File: src/inc/incr_map.svh
`ifndef INCR_MAP_SVH
`define INCR_MAP_SVH
// opcode patterns, top six bits of the 12-bit word
`define INC_PLAIN_PAT 6'h0A
`define INC_SKIP_PAT 6'h0F
`define OPC_MSB 11
`define OPC_LSB 6
`define DEST_BIT 5
`define FIDX_MSB 4
`define ZERO_BYTE 8'h00
`define ONE_BYTE 8'h01
`define FILE_ADDR_RST 5'h00
`define DATA_RST 8'h00
`endif

File: src/inc/incr_pkg.sv
package incr_pkg;
    typedef enum logic [1:0] {
        OP_NONE = 2'b00,
        OP_INC = 2'b01,
        OP_INC_SKIP = 2'b10
    } inc_op_t;
    typedef struct packed {
        logic we;
        logic [4:0] addr;
        logic [7:0] data;
    } file_wr_t;
    typedef enum logic {
        ST_RUN = 1'b0,
        ST_SKIP = 1'b1
    } exec_state_t;
endpackage

File: src/hw/incr_adder.sv
`timescale 1ns/100ps
`include "incr_map.svh"
module incr_adder #(
    parameter int WIDTH = 8
) (
    // operand
    input wire logic [WIDTH-1:0] operand,
    // result
    output logic [WIDTH-1:0] sum,
    output logic is_zero
);
    // elaboration-time refusal: a zero-width adder has no result to wrap
    if (WIDTH < 1) begin : g_width_check
        $error("incr_adder needs a width of at least one bit");
    end
    // carry out is dropped on purpose so 0xFF wraps to 0x00
    assign sum = WIDTH'(operand + WIDTH'(1));
    assign is_zero = (sum == '0);
endmodule

File: src/hw/increment_file_instructions.sv
`timescale 1ns/100ps
`include "incr_map.svh"
// How it works
// - plain increment adds one to the indexed file register and sets zero flag
// - destination bit zero sends the result to the working register only
// - destination bit one writes the result back to the same file register
// - increment-and-skip stores the result but leaves every status flag unchanged
// - zero result on skip form flushes the prefetched word, running a no-op instead
// - one word each; plain takes one cycle, skip form one or two
module increment_file_instructions (
    // clock and reset
    input wire logic sys_clk,
    input wire logic rst_b,
    input wire logic clk_en,
    // fetched instruction
    input wire logic [11:0] instr,
    input wire logic instr_valid,
    // file register read port
    output logic [4:0] file_rd_addr,
    input wire logic [7:0] file_rd_data,
    // file register write port
    output incr_pkg::file_wr_t file_wr,
    // working register
    output logic w_we,
    output logic [7:0] w_data,
    // zero flag
    output logic zero_we,
    output logic zero_val,
    // pipeline control
    output logic flush,
    output logic busy
);
    import incr_pkg::*;

    // ----------------------------------------
    // decode
    // ----------------------------------------
    function automatic inc_op_t decode_op(input logic [11:0] w);
        if (w[`OPC_MSB:`OPC_LSB] == `INC_PLAIN_PAT) begin
            return OP_INC;
        end
        if (w[`OPC_MSB:`OPC_LSB] == `INC_SKIP_PAT) begin
            return OP_INC_SKIP;
        end
        return OP_NONE;
    endfunction

    typedef struct packed {
        exec_state_t st;
        file_wr_t fw;
        logic w_we;
        logic [7:0] w_data;
        logic zero_we;
        logic zero_val;
        logic flush;
    } state_t;

    state_t cur_ff;
    state_t nxt_cur;
    inc_op_t op;
    logic [7:0] sum;
    logic is_zero;
    logic take;

    // ----------------------------------------
    // datapath
    // ----------------------------------------
    // read address is combinational so the operand arrives in the same cycle
    assign file_rd_addr = instr[`FIDX_MSB:0];
    assign op = decode_op(instr);

    incr_adder #(
        .WIDTH(8)
    ) u_add (
        .operand(file_rd_data),
        .sum(sum),
        .is_zero(is_zero)
    );

    // the discarded word arriving in the skip cycle is never executed
    assign take = instr_valid && (cur_ff.st == ST_RUN);

    always_comb begin
        // pulses fall back each cycle; data fields keep their last value
        nxt_cur = cur_ff;
        nxt_cur.st = ST_RUN;
        nxt_cur.fw.we = 1'b0;
        nxt_cur.w_we = 1'b0;
        nxt_cur.zero_we = 1'b0;
        nxt_cur.flush = 1'b0;
        if (take && op != OP_NONE) begin
            if (instr[`DEST_BIT]) begin
                nxt_cur.fw.we = 1'b1;
                nxt_cur.fw.addr = instr[`FIDX_MSB:0];
                nxt_cur.fw.data = sum;
            end else begin
                nxt_cur.w_we = 1'b1;
                nxt_cur.w_data = sum;
            end
            if (op == OP_INC) begin
                nxt_cur.zero_we = 1'b1;
                nxt_cur.zero_val = is_zero;
            end
            // skip form never touches zero_we
            if (op == OP_INC_SKIP && is_zero) begin
                nxt_cur.flush = 1'b1;
                nxt_cur.st = ST_SKIP;
            end
        end
    end

    always_ff @(posedge sys_clk or negedge rst_b) begin
        if (!rst_b) begin
            cur_ff <= '{st: ST_RUN,
                        fw: '{we: 1'b0, addr: `FILE_ADDR_RST, data: `DATA_RST},
                        w_we: 1'b0, w_data: `DATA_RST,
                        zero_we: 1'b0, zero_val: 1'b0, flush: 1'b0};
        end else if (clk_en) begin
            cur_ff <= nxt_cur;
        end
    end

    assign file_wr = cur_ff.fw;
    assign w_we = cur_ff.w_we;
    assign w_data = cur_ff.w_data;
    assign zero_we = cur_ff.zero_we;
    assign zero_val = cur_ff.zero_val;
    assign flush = cur_ff.flush;
    assign busy = (cur_ff.st == ST_SKIP);

    // ----------------------------------------
    // checks
    // ----------------------------------------
    a_plain_zero_flag: assert property (@(posedge sys_clk) disable iff (!rst_b)
        clk_en && take && op == OP_INC |=> zero_we && zero_val == (cur_ff.w_we ?
        w_data == `ZERO_BYTE : file_wr.data == `ZERO_BYTE))
        else $error("plain increment zero flag wrong");
    a_dest_working_reg: assert property (@(posedge sys_clk) disable iff (!rst_b)
        clk_en && take && op != OP_NONE && !instr[`DEST_BIT]
        |=> w_we && !file_wr.we)
        else $error("working register destination wrong");
    a_dest_file_reg: assert property (@(posedge sys_clk) disable iff (!rst_b)
        clk_en && take && op != OP_NONE && instr[`DEST_BIT]
        |=> file_wr.we && !w_we && file_wr.addr == $past(instr[`FIDX_MSB:0]))
        else $error("file register write back wrong");
    a_skip_no_flags: assert property (@(posedge sys_clk) disable iff (!rst_b)
        clk_en && take && op == OP_INC_SKIP |=> !zero_we)
        else $error("skip form touched zero flag");
    a_skip_flush: assert property (@(posedge sys_clk) disable iff (!rst_b)
        clk_en && take && op == OP_INC_SKIP && file_rd_data == 8'hFF
        |=> flush && busy)
        else $error("skip did not flush");
    a_no_skip_single: assert property (@(posedge sys_clk) disable iff (!rst_b)
        clk_en && take && op == OP_INC_SKIP && file_rd_data != 8'hFF
        |=> !flush && !busy)
        else $error("non-skip took two cycles");
    a_skip_two_cycle: assert property (@(posedge sys_clk) disable iff (!rst_b)
        clk_en && busy |=> !busy)
        else $error("skip lasted too long");
    a_wrap_value: assert property (@(posedge sys_clk) disable iff (!rst_b)
        clk_en && take && op != OP_NONE && file_rd_data == 8'hFF && instr[`DEST_BIT]
        |=> file_wr.data == `ZERO_BYTE)
        else $error("increment did not wrap");

    // ----------------------------------------
    // checks: results, holds and freeze
    // ----------------------------------------
    // expected sums are rebuilt from the sampled operand, not taken from the adder
    a_w_result: assert property (@(posedge sys_clk) disable iff (!rst_b)
        clk_en && take && op != OP_NONE && !instr[`DEST_BIT]
        |=> w_data == 8'($past(file_rd_data) + `ONE_BYTE))
        else $error("working register result wrong");
    a_file_result: assert property (@(posedge sys_clk) disable iff (!rst_b)
        clk_en && take && op != OP_NONE && instr[`DEST_BIT]
        |=> file_wr.data == 8'($past(file_rd_data) + `ONE_BYTE))
        else $error("file register result wrong");
    a_plain_zero_value: assert property (@(posedge sys_clk) disable iff (!rst_b)
        clk_en && take && op == OP_INC |=> zero_val == ($past(file_rd_data) == 8'hFF))
        else $error("plain increment zero value wrong");
    a_skip_zero_hold: assert property (@(posedge sys_clk) disable iff (!rst_b)
        clk_en && take && op == OP_INC_SKIP |=> zero_val == $past(zero_val))
        else $error("skip form changed zero value");
    a_skip_result_stored: assert property (@(posedge sys_clk) disable iff (!rst_b)
        clk_en && take && op == OP_INC_SKIP |=> w_we || file_wr.we)
        else $error("skip form dropped its result");
    a_plain_single: assert property (@(posedge sys_clk) disable iff (!rst_b)
        clk_en && take && op == OP_INC |=> !busy && !flush)
        else $error("plain increment stalled");
    a_busy_cause: assert property (@(posedge sys_clk) disable iff (!rst_b)
        clk_en && !busy && !(take && op == OP_INC_SKIP && file_rd_data == 8'hFF)
        |=> !busy)
        else $error("busy without a zero skip");
    // the flushed word still sits on instr during the no-op cycle
    a_ignored_word: assert property (@(posedge sys_clk) disable iff (!rst_b)
        clk_en && busy |=> !file_wr.we && !w_we && !zero_we && !flush)
        else $error("word behind skip was executed");
    a_idle_quiet: assert property (@(posedge sys_clk) disable iff (!rst_b)
        clk_en && !take |=> !file_wr.we && !w_we && !zero_we && !flush)
        else $error("pulse without a taken word");
    a_flush_with_busy: assert property (@(posedge sys_clk) disable iff (!rst_b)
        flush |-> busy)
        else $error("flush without no-op cycle");
    a_flush_pulse: assert property (@(posedge sys_clk) disable iff (!rst_b)
        clk_en && flush |=> !flush)
        else $error("flush stood too long");
    a_w_we_dest: assert property (@(posedge sys_clk) disable iff (!rst_b)
        clk_en && take && op != OP_NONE |=> w_we != file_wr.we)
        else $error("result went to both or neither destination");
    a_other_opcode: assert property (@(posedge sys_clk) disable iff (!rst_b)
        clk_en && take && op == OP_NONE |=> !file_wr.we && !w_we && !zero_we && !flush)
        else $error("foreign opcode had an effect");
    // data fields stand until the next write so the core may pick them up late
    a_w_hold: assert property (@(posedge sys_clk) disable iff (!rst_b)
        clk_en && !(take && op != OP_NONE && !instr[`DEST_BIT]) |=> $stable(w_data))
        else $error("working register data drifted");
    a_file_hold: assert property (@(posedge sys_clk) disable iff (!rst_b)
        clk_en && !(take && op != OP_NONE && instr[`DEST_BIT])
        |=> $stable(file_wr.addr) && $stable(file_wr.data))
        else $error("file write data drifted");
    // a stalled core must see its pulses again on the next live edge
    a_frozen_state: assert property (@(posedge sys_clk) disable iff (!rst_b)
        !clk_en |=> $stable(cur_ff))
        else $error("state moved while clock enable low");
endmodule

File: config.mk
export PLATFORM = sky130hd
export DESIGN_NAME = increment_file_instructions
export DESIGN_NICKNAME = d
export VERILOG_FILES = /design/src/inc/incr_pkg.sv /design/src/hw/incr_adder.sv /design/src/hw/increment_file_instructions.sv
export VERILOG_INCLUDE_DIRS = /design/src /design/src/inc
export SDC_FILE = /design/constraint.sdc
export NUM_CORES = 1
export LEC_CHECK = 0
export ABC_CLOCK_PERIOD_IN_PS = 3940
export BUFFER_PORTS_ARGS = -buffer_cell sky130_fd_sc_hd__buf_4
export CORE_MARGIN = 5
export CORE_UTILIZATION = 50
export CTS_CLUSTER_SIZE = 30
export DETAILED_ROUTE_END_ITERATION = 10
export PLACE_DENSITY = 0.84
export SLEW_MARGIN = 20
export SYNTH_ARGS = -nofsm -noshare
export SYNTH_HDL_FRONTEND = slang
export SYNTH_SLANG_ARGS = --single-unit
File: constraint.sdc
create_clock -name sys_clk -period 3.94 [get_ports sys_clk]
set_input_delay 0.788 -clock sys_clk [delete_from_list [all_inputs] [get_ports sys_clk]]
set_output_delay 0.788 -clock sys_clk [all_outputs]
set_load 0.005 [all_outputs]
==> results of run 1 <==
logic make-up (layout without fill, tap and decap cells):
family                   after synthesis  after routing  synth area share
multiplexers                          20             20             0.198
buffers and inverters                 12             64            0.0595
AND/OR/NAND/NOR                       24             24             0.131
flip-flops                            26             26             0.515
XOR/XNOR                               5              5            0.0347
adder cells (fa/ha/maj)                1              1           0.00991
AO/OA/AOI/OAI                         10             10            0.0515
stage by stage:
step           power, mW  setup WS (ns)
2_1_floorplan      0.343           2.03
3_3_place_gp       0.409           1.84
3_5_place_dp       0.414           1.76
4_1_cts            0.547           2.12
5_1_grt            0.569           2.06
6_report           0.540           2.12
sequential cells by signal, indices dropped and copies added, names as in the netlist:
name	cells
zero_we	1
zero_val	1
w_data	8
w_we	1
file_wr	14
busy	1
worst max path at each step:
stage                    from                    end  slack, ns
floorplan            instr[6]  w_data[1]$_DFFE_PN0P_       2.03
global placement     instr[6]  w_data[4]$_DFFE_PN0P_       1.84
detailed placement   instr[6]  w_data[4]$_DFFE_PN0P_       1.76
CTS                  instr[0]        file_rd_addr[0]       2.12
global route        instr[11]  w_data[6]$_DFFE_PN0P_       2.06
finish               instr[0]        file_rd_addr[0]       2.12
power groups by stage:
stage | clock [mW] | combinational [mW] | sequential [mW]
final | 0.134 | 0.108 | 0.299
after global routing | 0.149 | 0.118 | 0.302
after CTS | 0.138 | 0.110 | 0.299
after detailed placement | 0 | 0.110 | 0.304
after global placement | 0 | 0.106 | 0.303
after floorplan | 0 | 0.0393 | 0.304
synthesized netlist by cell type (2+ instances only):
cell and n:
sky130_fd_sc_hd__nand4_1 2, sky130_fd_sc_hd__nand2_1 6, sky130_fd_sc_hd__o21ai_0 5, sky130_fd_sc_hd__mux2_2 12
sky130_fd_sc_hd__xnor2_1 3, sky130_fd_sc_hd__or3_1 2, sky130_fd_sc_hd__mux2_4 7, sky130_fd_sc_hd__buf_4 6
sky130_fd_sc_hd__xor2_1 2, sky130_fd_sc_hd__nand3_1 6, sky130_fd_sc_hd__inv_1 5, sky130_fd_sc_hd__dfrtp_1 26
routing by layer:
metal | wire [µm] | vias to the layer above | global-route usage
li1 | - | 446 | -
met1 | 1080 | 465 | 0.205
met2 | 1480 | 34 | 0.304
met3 | 193 | 3 | 0.0281
met4 | 30 | 0 | 0.0633
met5 | 0 | - | 0
cell type report:
type,instances,area share
tap,30,0.0222
inverter,5,0.0111
timing repair buffer,55,0.244
sequential,26,0.384
clock buffer,4,0.0214
multi-input combinational,60,0.317
==> run_results.csv, run 1 <==
group,metric,value,unit
outcome,status,"finished, final reports clean",
synth,ys.warnings.count,0,
synth,yosys.cell_types.count,28,
worst_setup_path,worst_path_buf_inv,2,
synth,synth_top_area_frac,0.515,
synth,ys_ff_latch,26,
die,die_w,60.3,µm
worst_setup_path,path_depth,2,
finish,most_frequent_cells_in_the_layout,"sky130_fd_sc_hd__buf_4 (55), sky130_fd_sc_hd__dfrtp_1 (26), sky130_fd_sc_hd__mux2_2 (12)",
routing,count_of_vias_placed_by_the_detailed_router,948,
worst_setup_path,critical_path_start_end_classification,"in2out",
finish,layout-drive-gt1-share,0.560,
worst_setup_path,crit_path_start_kind,"input port",
placement,dpl-instance-area,1660,µm²
sta,total_count_of_hold_check_failures_in_the_final_report,0,
finish,final_common_cell,"sky130_fd_sc_hd__buf_4",
cts,clock_insertion_delay_worst_skew,0.32,ns
cts,post_cts.repair.setup_buffers,0,
worst_setup_path,cp_slowest_stage_delay,0.13,ns
power,static-leakage-power,0.887,nW
worst_setup_path,reg2reg_setup_slack,2.26,ns
power,power_per_cell_area,319,nW/µm²
finish,area.sequential,651,µm²
routing,finalWirelength,2790,µm
cts,clk_path_buf_depth,2,
synth,postSynthCellCount,98,
synth,mean_instance_size_in_the_synthesized_netlist,12.9,µm²
cts,cts.sink_count,26,
worst_setup_path,crit_family,"buffers and inverters",
global_routing,grt_pass1_wl,4670,µm
power,cell_int_power,0.410,mW
worst_setup_path,rr_endpoint,"w_data[5]$_DFFE_PN0P_",
placement,gpl.final_weighted_congestion,0.784,
die,die_area,3630,µm²
worst_setup_path,rr_startpoint,"busy$_DFFE_PN0P_",
finish,layout.cells.non_filler,180,
cts,holdBufCountCts,0,
run,cap_violations,0,
die,coreArea,2450,µm²
die,io_pins,56,
worst_setup_path,endpoint_kind,"output port",
global_routing,globalRoute.totalOverflow,0,
sta,period_share,0.462,
worst_setup_path,timing.critical_path.fanout_max,2,
min_path,min_path_type,"in2async",
finish,final_net_count,176,
routing,avgRoutedWirePerCell,15.5,µm
placement,detailed_place_hpwl,2270,µm
finish,multi_input_comb_area,537,µm²
worst_setup_path,crit_chain,"buf_4 -> buf_4",
routing,drtAntennaViolNets,0,
synth,ys_async_sr_fraction,1.00,
finish,finish.utilization,0.690,
sta,timing.hold.ws,0.340,ns
die,fp-row-count,18,
sta,final_max_slew_viol_count,0,
cts,ctsRootBufferMaster,"sky130_fd_sc_hd__clkbuf_4",
synth,ys_top_cells_by_area,"sky130_fd_sc_hd__dfrtp_1 (52%), sky130_fd_sc_hd__mux2_2 (11%), sky130_fd_sc_hd__mux2_4 (8.3%)",
sta,grt_setup_unrepaired,"false",
placement,port_buffers,55,
cts,clk_pin_slew_worst_paths,0.13,ns
synth,total_nets_after_synthesis,123,
sta,final.min_clock_period,1.82,ns
worst_setup_path,cell_with_the_largest_stage_delay_on_the_worst_path,"sky130_fd_sc_hd__buf_4",
worst_setup_path,worst_r2r_path_depth,4,
synth,synth_sequential_area_ratio,0.515,
finish,antenna_cells,0,
cts,tritoncts.num_buffers,3,
sta,fmax,549,MHz
power,clkPwrFrac,0.247,
power,swShare,0.241,
sta,fin_worst_skew,0.00194,ns
sta,tightest_slew,0.339,ns
cts,cts_max_level,1,
worst_setup_path,worst_path_most_repeated_cell,"sky130_fd_sc_hd__buf_4",
worst_setup_path,worst-endpoint-arrival,1.03,ns
global_routing,groute.usage.overall,0.171,
power,seqPwrFrac,0.553,
sta,setup_violations,0,
routing,drtPass1Iterations,4,
cts,tritoncts,"built",
synth,syn-cell-area,1260,µm²
global_routing,number_of_antenna_violations_at_the_first_check_in_global_routing,0,
synth,ys.flop_type,"sky130_fd_sc_hd__dfrtp_1",
worst_setup_path,required_time_of_the_worst_setup_path,3.15,ns
routing,post_drt_via_cell_ratio,5.27,
synth,synth_enable_flop_cells,0,
finish,area_delta_synth_final,34.1,%
die,start_util,0.514,
power,pwr-share-comb,0.200,
routing,post-route-drc-count,0,
synth,yosysTopAreaCell,"sky130_fd_sc_hd__dfrtp_1",
global_routing,grt_pass1_vias,1006,
power,power_switching,0.130,mW
global_routing,grt_start_max_net_pins,27,
routing,drtIter0Drc,20,
die,die_h,60.3,µm
sta,max-slew-margin-rel,0.773,
finish,filler_cell_count,186,
finish,layout.cell_area.non_filler,1690,µm²
sta,final.setup.tns,0,ns
power,max-vdd-ir-drop,299,µV
placement,placedCellCount,176,
cts,postCtsResizedCells,0,
Note: power is estimated with default switching activity, not from simulation.
==> inputs of run 2 (changes only) <==
--- a/config.mk
+++ b/config.mk
@@ -6,13 +6,13 @@
 export SDC_FILE = /design/constraint.sdc
 export NUM_CORES = 1
 export LEC_CHECK = 0
-export ABC_CLOCK_PERIOD_IN_PS = 3940
+export ABC_CLOCK_PERIOD_IN_PS = 1500
 export BUFFER_PORTS_ARGS = -buffer_cell sky130_fd_sc_hd__buf_4
 export CORE_MARGIN = 5
-export CORE_UTILIZATION = 50
+export CORE_UTILIZATION = 42
 export CTS_CLUSTER_SIZE = 30
 export DETAILED_ROUTE_END_ITERATION = 10
-export PLACE_DENSITY = 0.84
+export PLACE_DENSITY = 0.75
 export SLEW_MARGIN = 20
 export SYNTH_ARGS = -nofsm -noshare
 export SYNTH_HDL_FRONTEND = slang
==> constraint.sdc (replaced) <==
create_clock -name sys_clk -period 1.5 [get_ports sys_clk]
set_input_delay 0.3 -clock sys_clk [delete_from_list [all_inputs] [get_ports sys_clk]]
set_output_delay 0.3 -clock sys_clk [all_outputs]
set_load 0.005 [all_outputs]
==> run_results.csv, run 2 (synthesized netlist as in run 1, its figures left out) <==
group,metric,value,unit
sta,total_count_of_hold_check_failures_in_the_final_report,0,
sta,fin_worst_skew,0.00163,ns
die,start_util,0.446,
finish,flip_flop_count_of_the_largest_register_after_layout,14,
placement,dpl-instance-area,1750,µm²
die,io_pins,56,
die,die_w,64.8,µm
cts,cts.sink_count,26,
outcome,violations_in_the_final_reports,"setup timing",
sta,final_max_slew_viol_count,0,
worst_setup_path,crit_family,"simple AND/OR/NAND/NOR gates",
die,fp-row-count,19,
finish,multi_input_comb_area,553,µm²
placement,gpl.final_weighted_congestion,0.897,
global_routing,groute.usage.overall,0.146,
cts,clk_pin_slew_worst_paths,0.13,ns
global_routing,grt_pass1_wl,4870,µm
routing,finalWirelength,2890,µm
worst_setup_path,crit_chain,"and4b_2 -> buf_6 -> nand4_4 -> clkbuf_16 -> mux2_4",
routing,drtIter0Drc,17,
cts,cts_max_level,1,
sta,worst_slack,-0.0526,ns
sta,setup_violations,18,
die,coreArea,2830,µm²
routing,avgRoutedWirePerCell,14.7,µm
placement,port_buffers,55,
cts,clk_path_buf_depth,2,
sta,grt_setup_unrepaired,"true",
routing,drtAntennaViolNets,0,
worst_setup_path,crit_path_start_kind,"register",
finish,final_common_cell,"sky130_fd_sc_hd__buf_4",
worst_setup_path,timing.critical_path.fanout_max,5,
sta,period_share,1.04,
power,power_per_cell_area,822,nW/µm²
sta,tightest_slew,0.326,ns
sta,max-slew-margin-rel,0.782,
power,static-leakage-power,0.996,nW
outcome,status,"finished with violations",
finish,finish.utilization,0.670,
routing,drtPass1Iterations,4,
global_routing,grt_start_max_net_pins,27,
min_path,min_path_type,"in2reg",
global_routing,number_of_antenna_violations_at_the_first_check_in_global_routing,0,
global_routing,grt_pass1_vias,1034,
finish,final_net_count,192,
routing,post-route-drc-count,0,
run,cap_violations,0,
global_routing,globalRoute.totalOverflow,0,
power,max-vdd-ir-drop,601,µV
worst_setup_path,required_time_of_the_worst_setup_path,1.72,ns
finish,filler_cell_count,238,
cts,tritoncts,"built",
worst_setup_path,worst-endpoint-arrival,1.77,ns
cts,ctsRootBufferMaster,"sky130_fd_sc_hd__clkbuf_4",
cts,clock_insertion_delay_worst_skew,0.31,ns
finish,layout.cell_area.non_filler,1900,µm²
die,die_h,64.8,µm
worst_setup_path,endpoint_kind,"register",
finish,area.sequential,651,µm²
routing,post_drt_via_cell_ratio,5.09,
worst_setup_path,critical_path_start_end_classification,"reg2reg",
worst_setup_path,worst_path_buf_inv,2,
worst_setup_path,cp_slowest_stage_delay,0.41,ns
finish,most_frequent_cells_in_the_layout,"sky130_fd_sc_hd__buf_4 (66), sky130_fd_sc_hd__dfrtp_1 (26), sky130_fd_sc_hd__mux2_4 (10)",
finish,antenna_cells,0,
finish,area_delta_synth_final,50.1,%
die,die_area,4200,µm²
routing,count_of_vias_placed_by_the_detailed_router,1003,
placement,detailed_place_hpwl,2200,µm
finish,layout-drive-gt1-share,0.602,
cts,tritoncts.num_buffers,3,
sta,final.min_clock_period,1.55,ns
worst_setup_path,cell_with_the_largest_stage_delay_on_the_worst_path,"sky130_fd_sc_hd__dfrtp_1",
sta,fmax,644,MHz
[run 2: cell types whose count changed in the layout (fill, tap and decap cells not counted)]
| cell | change |
|---|---|
| sky130_fd_sc_hd__bufinv_16 | +1 |
| sky130_fd_sc_hd__clkbuf_16 | +1 |
| sky130_fd_sc_hd__buf_12 | +2 |
| sky130_fd_sc_hd__buf_4 | +11 |
| sky130_fd_sc_hd__buf_6 | +1 |
| sky130_fd_sc_hd__nand3_2 | +1 |
| sky130_fd_sc_hd__clkbuf_8 | -1 |
| sky130_fd_sc_hd__mux2_2 | -3 |
| sky130_fd_sc_hd__mux2_4 | +3 |
| sky130_fd_sc_hd__dlygate4sd3_1 | +1 |
| sky130_fd_sc_hd__nand3_1 | -1 |
[run 2: layer usage]
metal / vias up / global-route usage / routed length [µm]
met3: 4 / 0.0397 / 281
met1: 471 / 0.192 / 1270
met5: - / 0 / 0
met2: 44 / 0.238 / 1310
met4: 0 / 0.0396 / 25
li1: 484 / - / -
[run 2: worst register-to-register path, delay by kind of cell (launching register included)]
kind,cells,cell delay (ns)
buffers and inverters,2,0.31
flip-flops,1,0.41
multiplexers,1,0.28
AND/OR/NAND/NOR,2,0.45
[run 2: repair_timing]
item | in CTS | in global routing
gates resized for setup | 3 | 1
hold endpoints to repair | 26 | 0
setup buffers | 3 | 1
endpoints found under the setup margin | 8 | 20
hold buffers | 1 | 0
cloned | 0 | 1
pin swaps | 1 | 0
[run 2: report_power, final]
group	internal (mW)	leakage [nW]	switching (mW)
clock network	0.270	0.0279	0.200
registers	0.754	0.351	0.0304
logic	0.192	0.617	0.113
total	1.22	0.996	0.343
[run 2: area by class of cell]
| cell class | count | share of cell area |
|---|---|---|
| clock buffer | 3 | 0.0119 |
| clock inverter | 1 | 0.0158 |
| inverter | 5 | 0.00990 |
| multi-input combinational | 60 | 0.292 |
| sequential | 26 | 0.343 |
| tap | 31 | 0.0205 |
| timing repair buffer | 71 | 0.307 |
[run 2: final timing paths]
kind                                                to  slack [ns]                   start  cells after the start
worst max register to register  file_wr[7]$_DFFE_PN0P_       -0.05        busy$_DFFE_PN0P_                      5
worst min register to register  file_wr[0]$_DFFE_PN0P_        0.50  file_wr[0]$_DFFE_PN0P_                      2
max in group asynchronous        w_data[7]$_DFFE_PN0P_        0.85                   rst_b                      2
worst max-delay path            file_wr[7]$_DFFE_PN0P_       -0.05        busy$_DFFE_PN0P_                      5
min in group asynchronous          zero_we$_DFFE_PN0P_        0.41                   rst_b                      2
worst min-delay path             w_data[0]$_DFFE_PN0P_        0.20         file_rd_data[0]                      2
[run 2: metrics by stage]
stage               total power, mW  TNS [ns]  setup slack (ns)  hold slack (ns)  cells
floorplan                     0.903    -0.146           -0.0208          0.00441     98
global placement               1.09    -0.260           -0.0281            0.220    187
detailed placement             1.10     -1.27            -0.113            0.223    187
CTS                            1.58   -0.0471           -0.0116            0.186    195
global route                   1.64     -1.69           -0.0972            0.174    197
finish                         1.56    -0.687           -0.0526            0.199    197
==> inputs of run 3 (changes only) <==
--- a/config.mk
+++ b/config.mk
@@ -12,8 +12,10 @@
 export CORE_UTILIZATION = 42
 export CTS_CLUSTER_SIZE = 30
 export DETAILED_ROUTE_END_ITERATION = 10
+export GPL_TIMING_DRIVEN = 0
 export PLACE_DENSITY = 0.75
 export SLEW_MARGIN = 20
 export SYNTH_ARGS = -nofsm -noshare
 export SYNTH_HDL_FRONTEND = slang
+export SYNTH_HIERARCHICAL = 1
 export SYNTH_SLANG_ARGS = --single-unit
==> run_results.csv, run 3 <==
group,metric,value,unit
synth,yosys.cell_types.count,23,
finish,final_common_cell,"sky130_fd_sc_hd__buf_4",
cts,clk_pin_slew_worst_paths,0.13,ns
global_routing,grt_pass1_vias,1049,
finish,antenna_cells,0,
routing,detailroute.wirelength.met2,1610,µm
global_routing,globalRoute.totalOverflow,0,
sta,fin_worst_skew,0.00535,ns
finish,filler_cell_count,228,
worst_setup_path,timing.critical_path.to,"file_wr[6]$_DFFE_PN0P_",
sta,fmax,675,MHz
die,start_util,0.426,
routing,post-route-drc-count,0,
synth,synth_top_family_by_area,"multiplexers",
synth,ys_top_cells_by_area,"sky130_fd_sc_hd__dfrtp_1 (51%), sky130_fd_sc_hd__mux2_2 (12%), sky130_fd_sc_hd__mux2_4 (11%)",
power,max-vdd-ir-drop,547,µV
finish,layout-drive-gt1-share,0.671,
synth,synthAdderAreaFrac,0.0197,
sta,setup_violations,0,
finish,area_delta_synth_final,50.6,%
placement,dpl_worst_slack,-0.408,ns
routing,count_of_vias_placed_by_the_detailed_router,943,
cts,ctsRootBufferMaster,"sky130_fd_sc_hd__clkbuf_4",
synth,total_nets_after_synthesis,118,
global_routing,grt_start_max_net_pins,27,
synth,post_synthesis_share_of_cell_area_spent_on_xor_and_xnor_gates,0.0483,
die,coreArea,2980,µm²
die,die_h,65.0,µm
cts,tritoncts.num_buffers,3,
worst_setup_path,worst_r2r_path_depth,4,
synth,synth_compound_area_frac,0.0167,
min_path,min_path_type,"in2reg",
worst_setup_path,timing.critical_path.fanout_max,10,
cts,cts.sink_count,26,
sta,period_share,0.987,
sta,worst_slack,0.0195,ns
routing,avgRoutedWirePerCell,15.6,µm
global_routing,number_of_antenna_violations_at_the_first_check_in_global_routing,0,
placement,placedCellCount,180,
worst_setup_path,rr_startpoint,"busy$_DFFE_PN0P_",
power,power_per_cell_area,762,nW/µm²
synth,synthMuxAreaShare,0.222,
finish,final_net_count,185,
sta,final.min_clock_period,1.48,ns
cts,tritoncts,"built",
run,cap_violations,0,
worst_setup_path,critical_path_start_end_classification,"reg2reg",
global_routing,groute.usage.overall,0.147,
routing,finalWirelength,2970,µm
routing,routed-wl-met3,209,µm
worst_setup_path,timing.critical_path.from,"busy$_DFFE_PN0P_",
die,die_w,65.0,µm
die,fp-row-count,20,
outcome,status,"finished, final reports clean",
worst_setup_path,crit_chain,"and4b_2 -> nand4_4 -> buf_12 -> mux2_4",
synth,yosysTopAreaCell,"sky130_fd_sc_hd__dfrtp_1",
cts,clock_insertion_delay_worst_skew,0.32,ns
routing,dr.max_layer_used,"met4",
finish,area.sequential,651,µm²
sta,grt_setup_unrepaired,"true",
placement,detailed_place_hpwl,2240,µm
routing,drtAntennaViolNets,0,
routing,post_drt_via_cell_ratio,4.94,
worst_setup_path,required_time_of_the_worst_setup_path,1.72,ns
sta,final_max_slew_viol_count,0,
sta,tightest_slew,0.487,ns
synth,ys.warnings.count,6,
routing,drtPass1Iterations,3,
synth,synth_enable_flop_cells,0,
synth,synth_sequential_area_ratio,0.512,
routing,drtIter0Drc,14,
die,die_area,4220,µm²
finish,most_frequent_cells_in_the_layout,"sky130_fd_sc_hd__buf_4 (64), sky130_fd_sc_hd__dfrtp_1 (26), sky130_fd_sc_hd__mux2_2 (12)",
worst_setup_path,endpoint_kind,"register",
worst_setup_path,cell_with_the_largest_stage_delay_on_the_worst_path,"sky130_fd_sc_hd__dfrtp_1",
synth,post_synth_and_or_nand_nor_area_fraction,0.119,
routing,met1_length,1120,µm
sta,total_count_of_hold_check_failures_in_the_final_report,0,
worst_setup_path,cp_slowest_stage_delay,0.41,ns
global_routing,grt_pass1_wl,4790,µm
finish,layout.cells.non_filler,191,
synth,syn-cell-area,1270,µm²
synth,ys_ff_latch,26,
synth,postSynthCellCount,92,
placement,gpl.final_weighted_congestion,0.733,
worst_setup_path,crit_path_start_kind,"register",
worst_setup_path,worst-endpoint-arrival,1.70,ns
sta,timing.hold.ws,0.188,ns
die,io_pins,56,
power,p_total,1.46,mW
finish,flip_flop_count_of_the_largest_register_after_layout,14,
finish,multi_input_comb_area,611,µm²
placement,port_buffers,55,
cts,clk_path_buf_depth,2,
power,static-leakage-power,1.03,nW
synth,netlist_top_cells_count,"sky130_fd_sc_hd__dfrtp_1 (26), sky130_fd_sc_hd__mux2_2 (13), sky130_fd_sc_hd__mux2_4 (9), sky130_fd_sc_hd__buf_4 (6), sky130_fd_sc_hd__inv_1 (6)",
cts,cts_max_level,1,
sta,max-slew-margin-rel,0.673,
synth,post-synth-top-count-cell,"sky130_fd_sc_hd__dfrtp_1",
worst_setup_path,reg2reg_setup_slack,0.02,ns
synth,synth_top_area_frac,0.512,
worst_setup_path,rr_endpoint,"file_wr[6]$_DFFE_PN0P_",
synth,mean_instance_size_in_the_synthesized_netlist,13.8,µm²
synth,ys_async_sr_fraction,1.00,
synth,ys.flop_type,"sky130_fd_sc_hd__dfrtp_1",
==> run 3: power breakdown <==
part | switching [mW] | internal [mW] | leakage [nW]
Clock | 0.200 | 0.148 | 0.0210
Sequential | 0.0289 | 0.753 | 0.356
Combinational | 0.121 | 0.206 | 0.652
Total | 0.350 | 1.11 | 1.03
==> run 3: layout make-up <==
class	count	share of cell area
multi-input cells	53	0.319
inverters	6	0.0118
flip-flops and latches	26	0.340
repair buffers	62	0.254
plain buffers	7	0.0340
clock buffers	4	0.0190
well taps	33	0.0216
==> run 3: per-layer routing <==
| metal | global-route usage | vias up |
|---|---|---|
| met5 | 0 | - |
| met4 | 0.0475 | 0 |
| met3 | 0.0399 | 3 |
| met2 | 0.267 | 31 |
| met1 | 0.165 | 464 |
| li1 | - | 445 |
==> run 3: repair_timing <==
| action | in CTS | in global routing |
|---|---|---|
| hold buffers | 1 | 0 |
| gates resized for setup | 13 | 1 |
| pin swaps | 8 | 3 |
| hold endpoints to repair | 26 | 0 |
| setup buffers | 5 | 1 |
| endpoints found under the setup margin | 18 | 21 |
==> run 3: through the flow <==
stage | util | area (µm²) | TNS, ns
floorplan | - | 1290 | -0.150
global placement | 0.584 | 1740 | -2.31
detailed placement | 0.584 | 1740 | -2.57
CTS | 0.638 | 1900 | -0.0336
global route | 0.642 | 1910 | -0.194
finish | 0.642 | 1910 | 0
==> run 3: worst min path at each step <==
stage | slack, ns | end | from | depth (start not counted)
finish | 0.19 | busy$_DFFE_PN0P_ | clk_en | 2
floorplan | 0.004 | busy$_DFFE_PN0P_ | rst_b | 0
global route | 0.17 | busy$_DFFE_PN0P_ | clk_en | 2
global placement | 0.22 | zero_we$_DFFE_PN0P_ | rst_b | 1
detailed placement | 0.22 | zero_we$_DFFE_PN0P_ | rst_b | 1
CTS | 0.17 | zero_we$_DFFE_PN0P_ | clk_en | 2
==> run 3: logic make-up after synthesis <==
kind of cell / count (synthesis)
AND/OR/NAND/NOR: 18
flip-flops: 26
XOR/XNOR: 7
buffers and inverters: 13
AO/OA/AOI/OAI: 4
multiplexers: 22
adder cells (fa/ha/maj): 2
==> run 3: worst max-delay path, delay by kind of cell, from the launching register on <==
family | cells | cell delay, ns
flip-flops | 1 | 0.41
multiplexers | 1 | 0.29
AND/OR/NAND/NOR | 2 | 0.48
buffers and inverters | 1 | 0.18
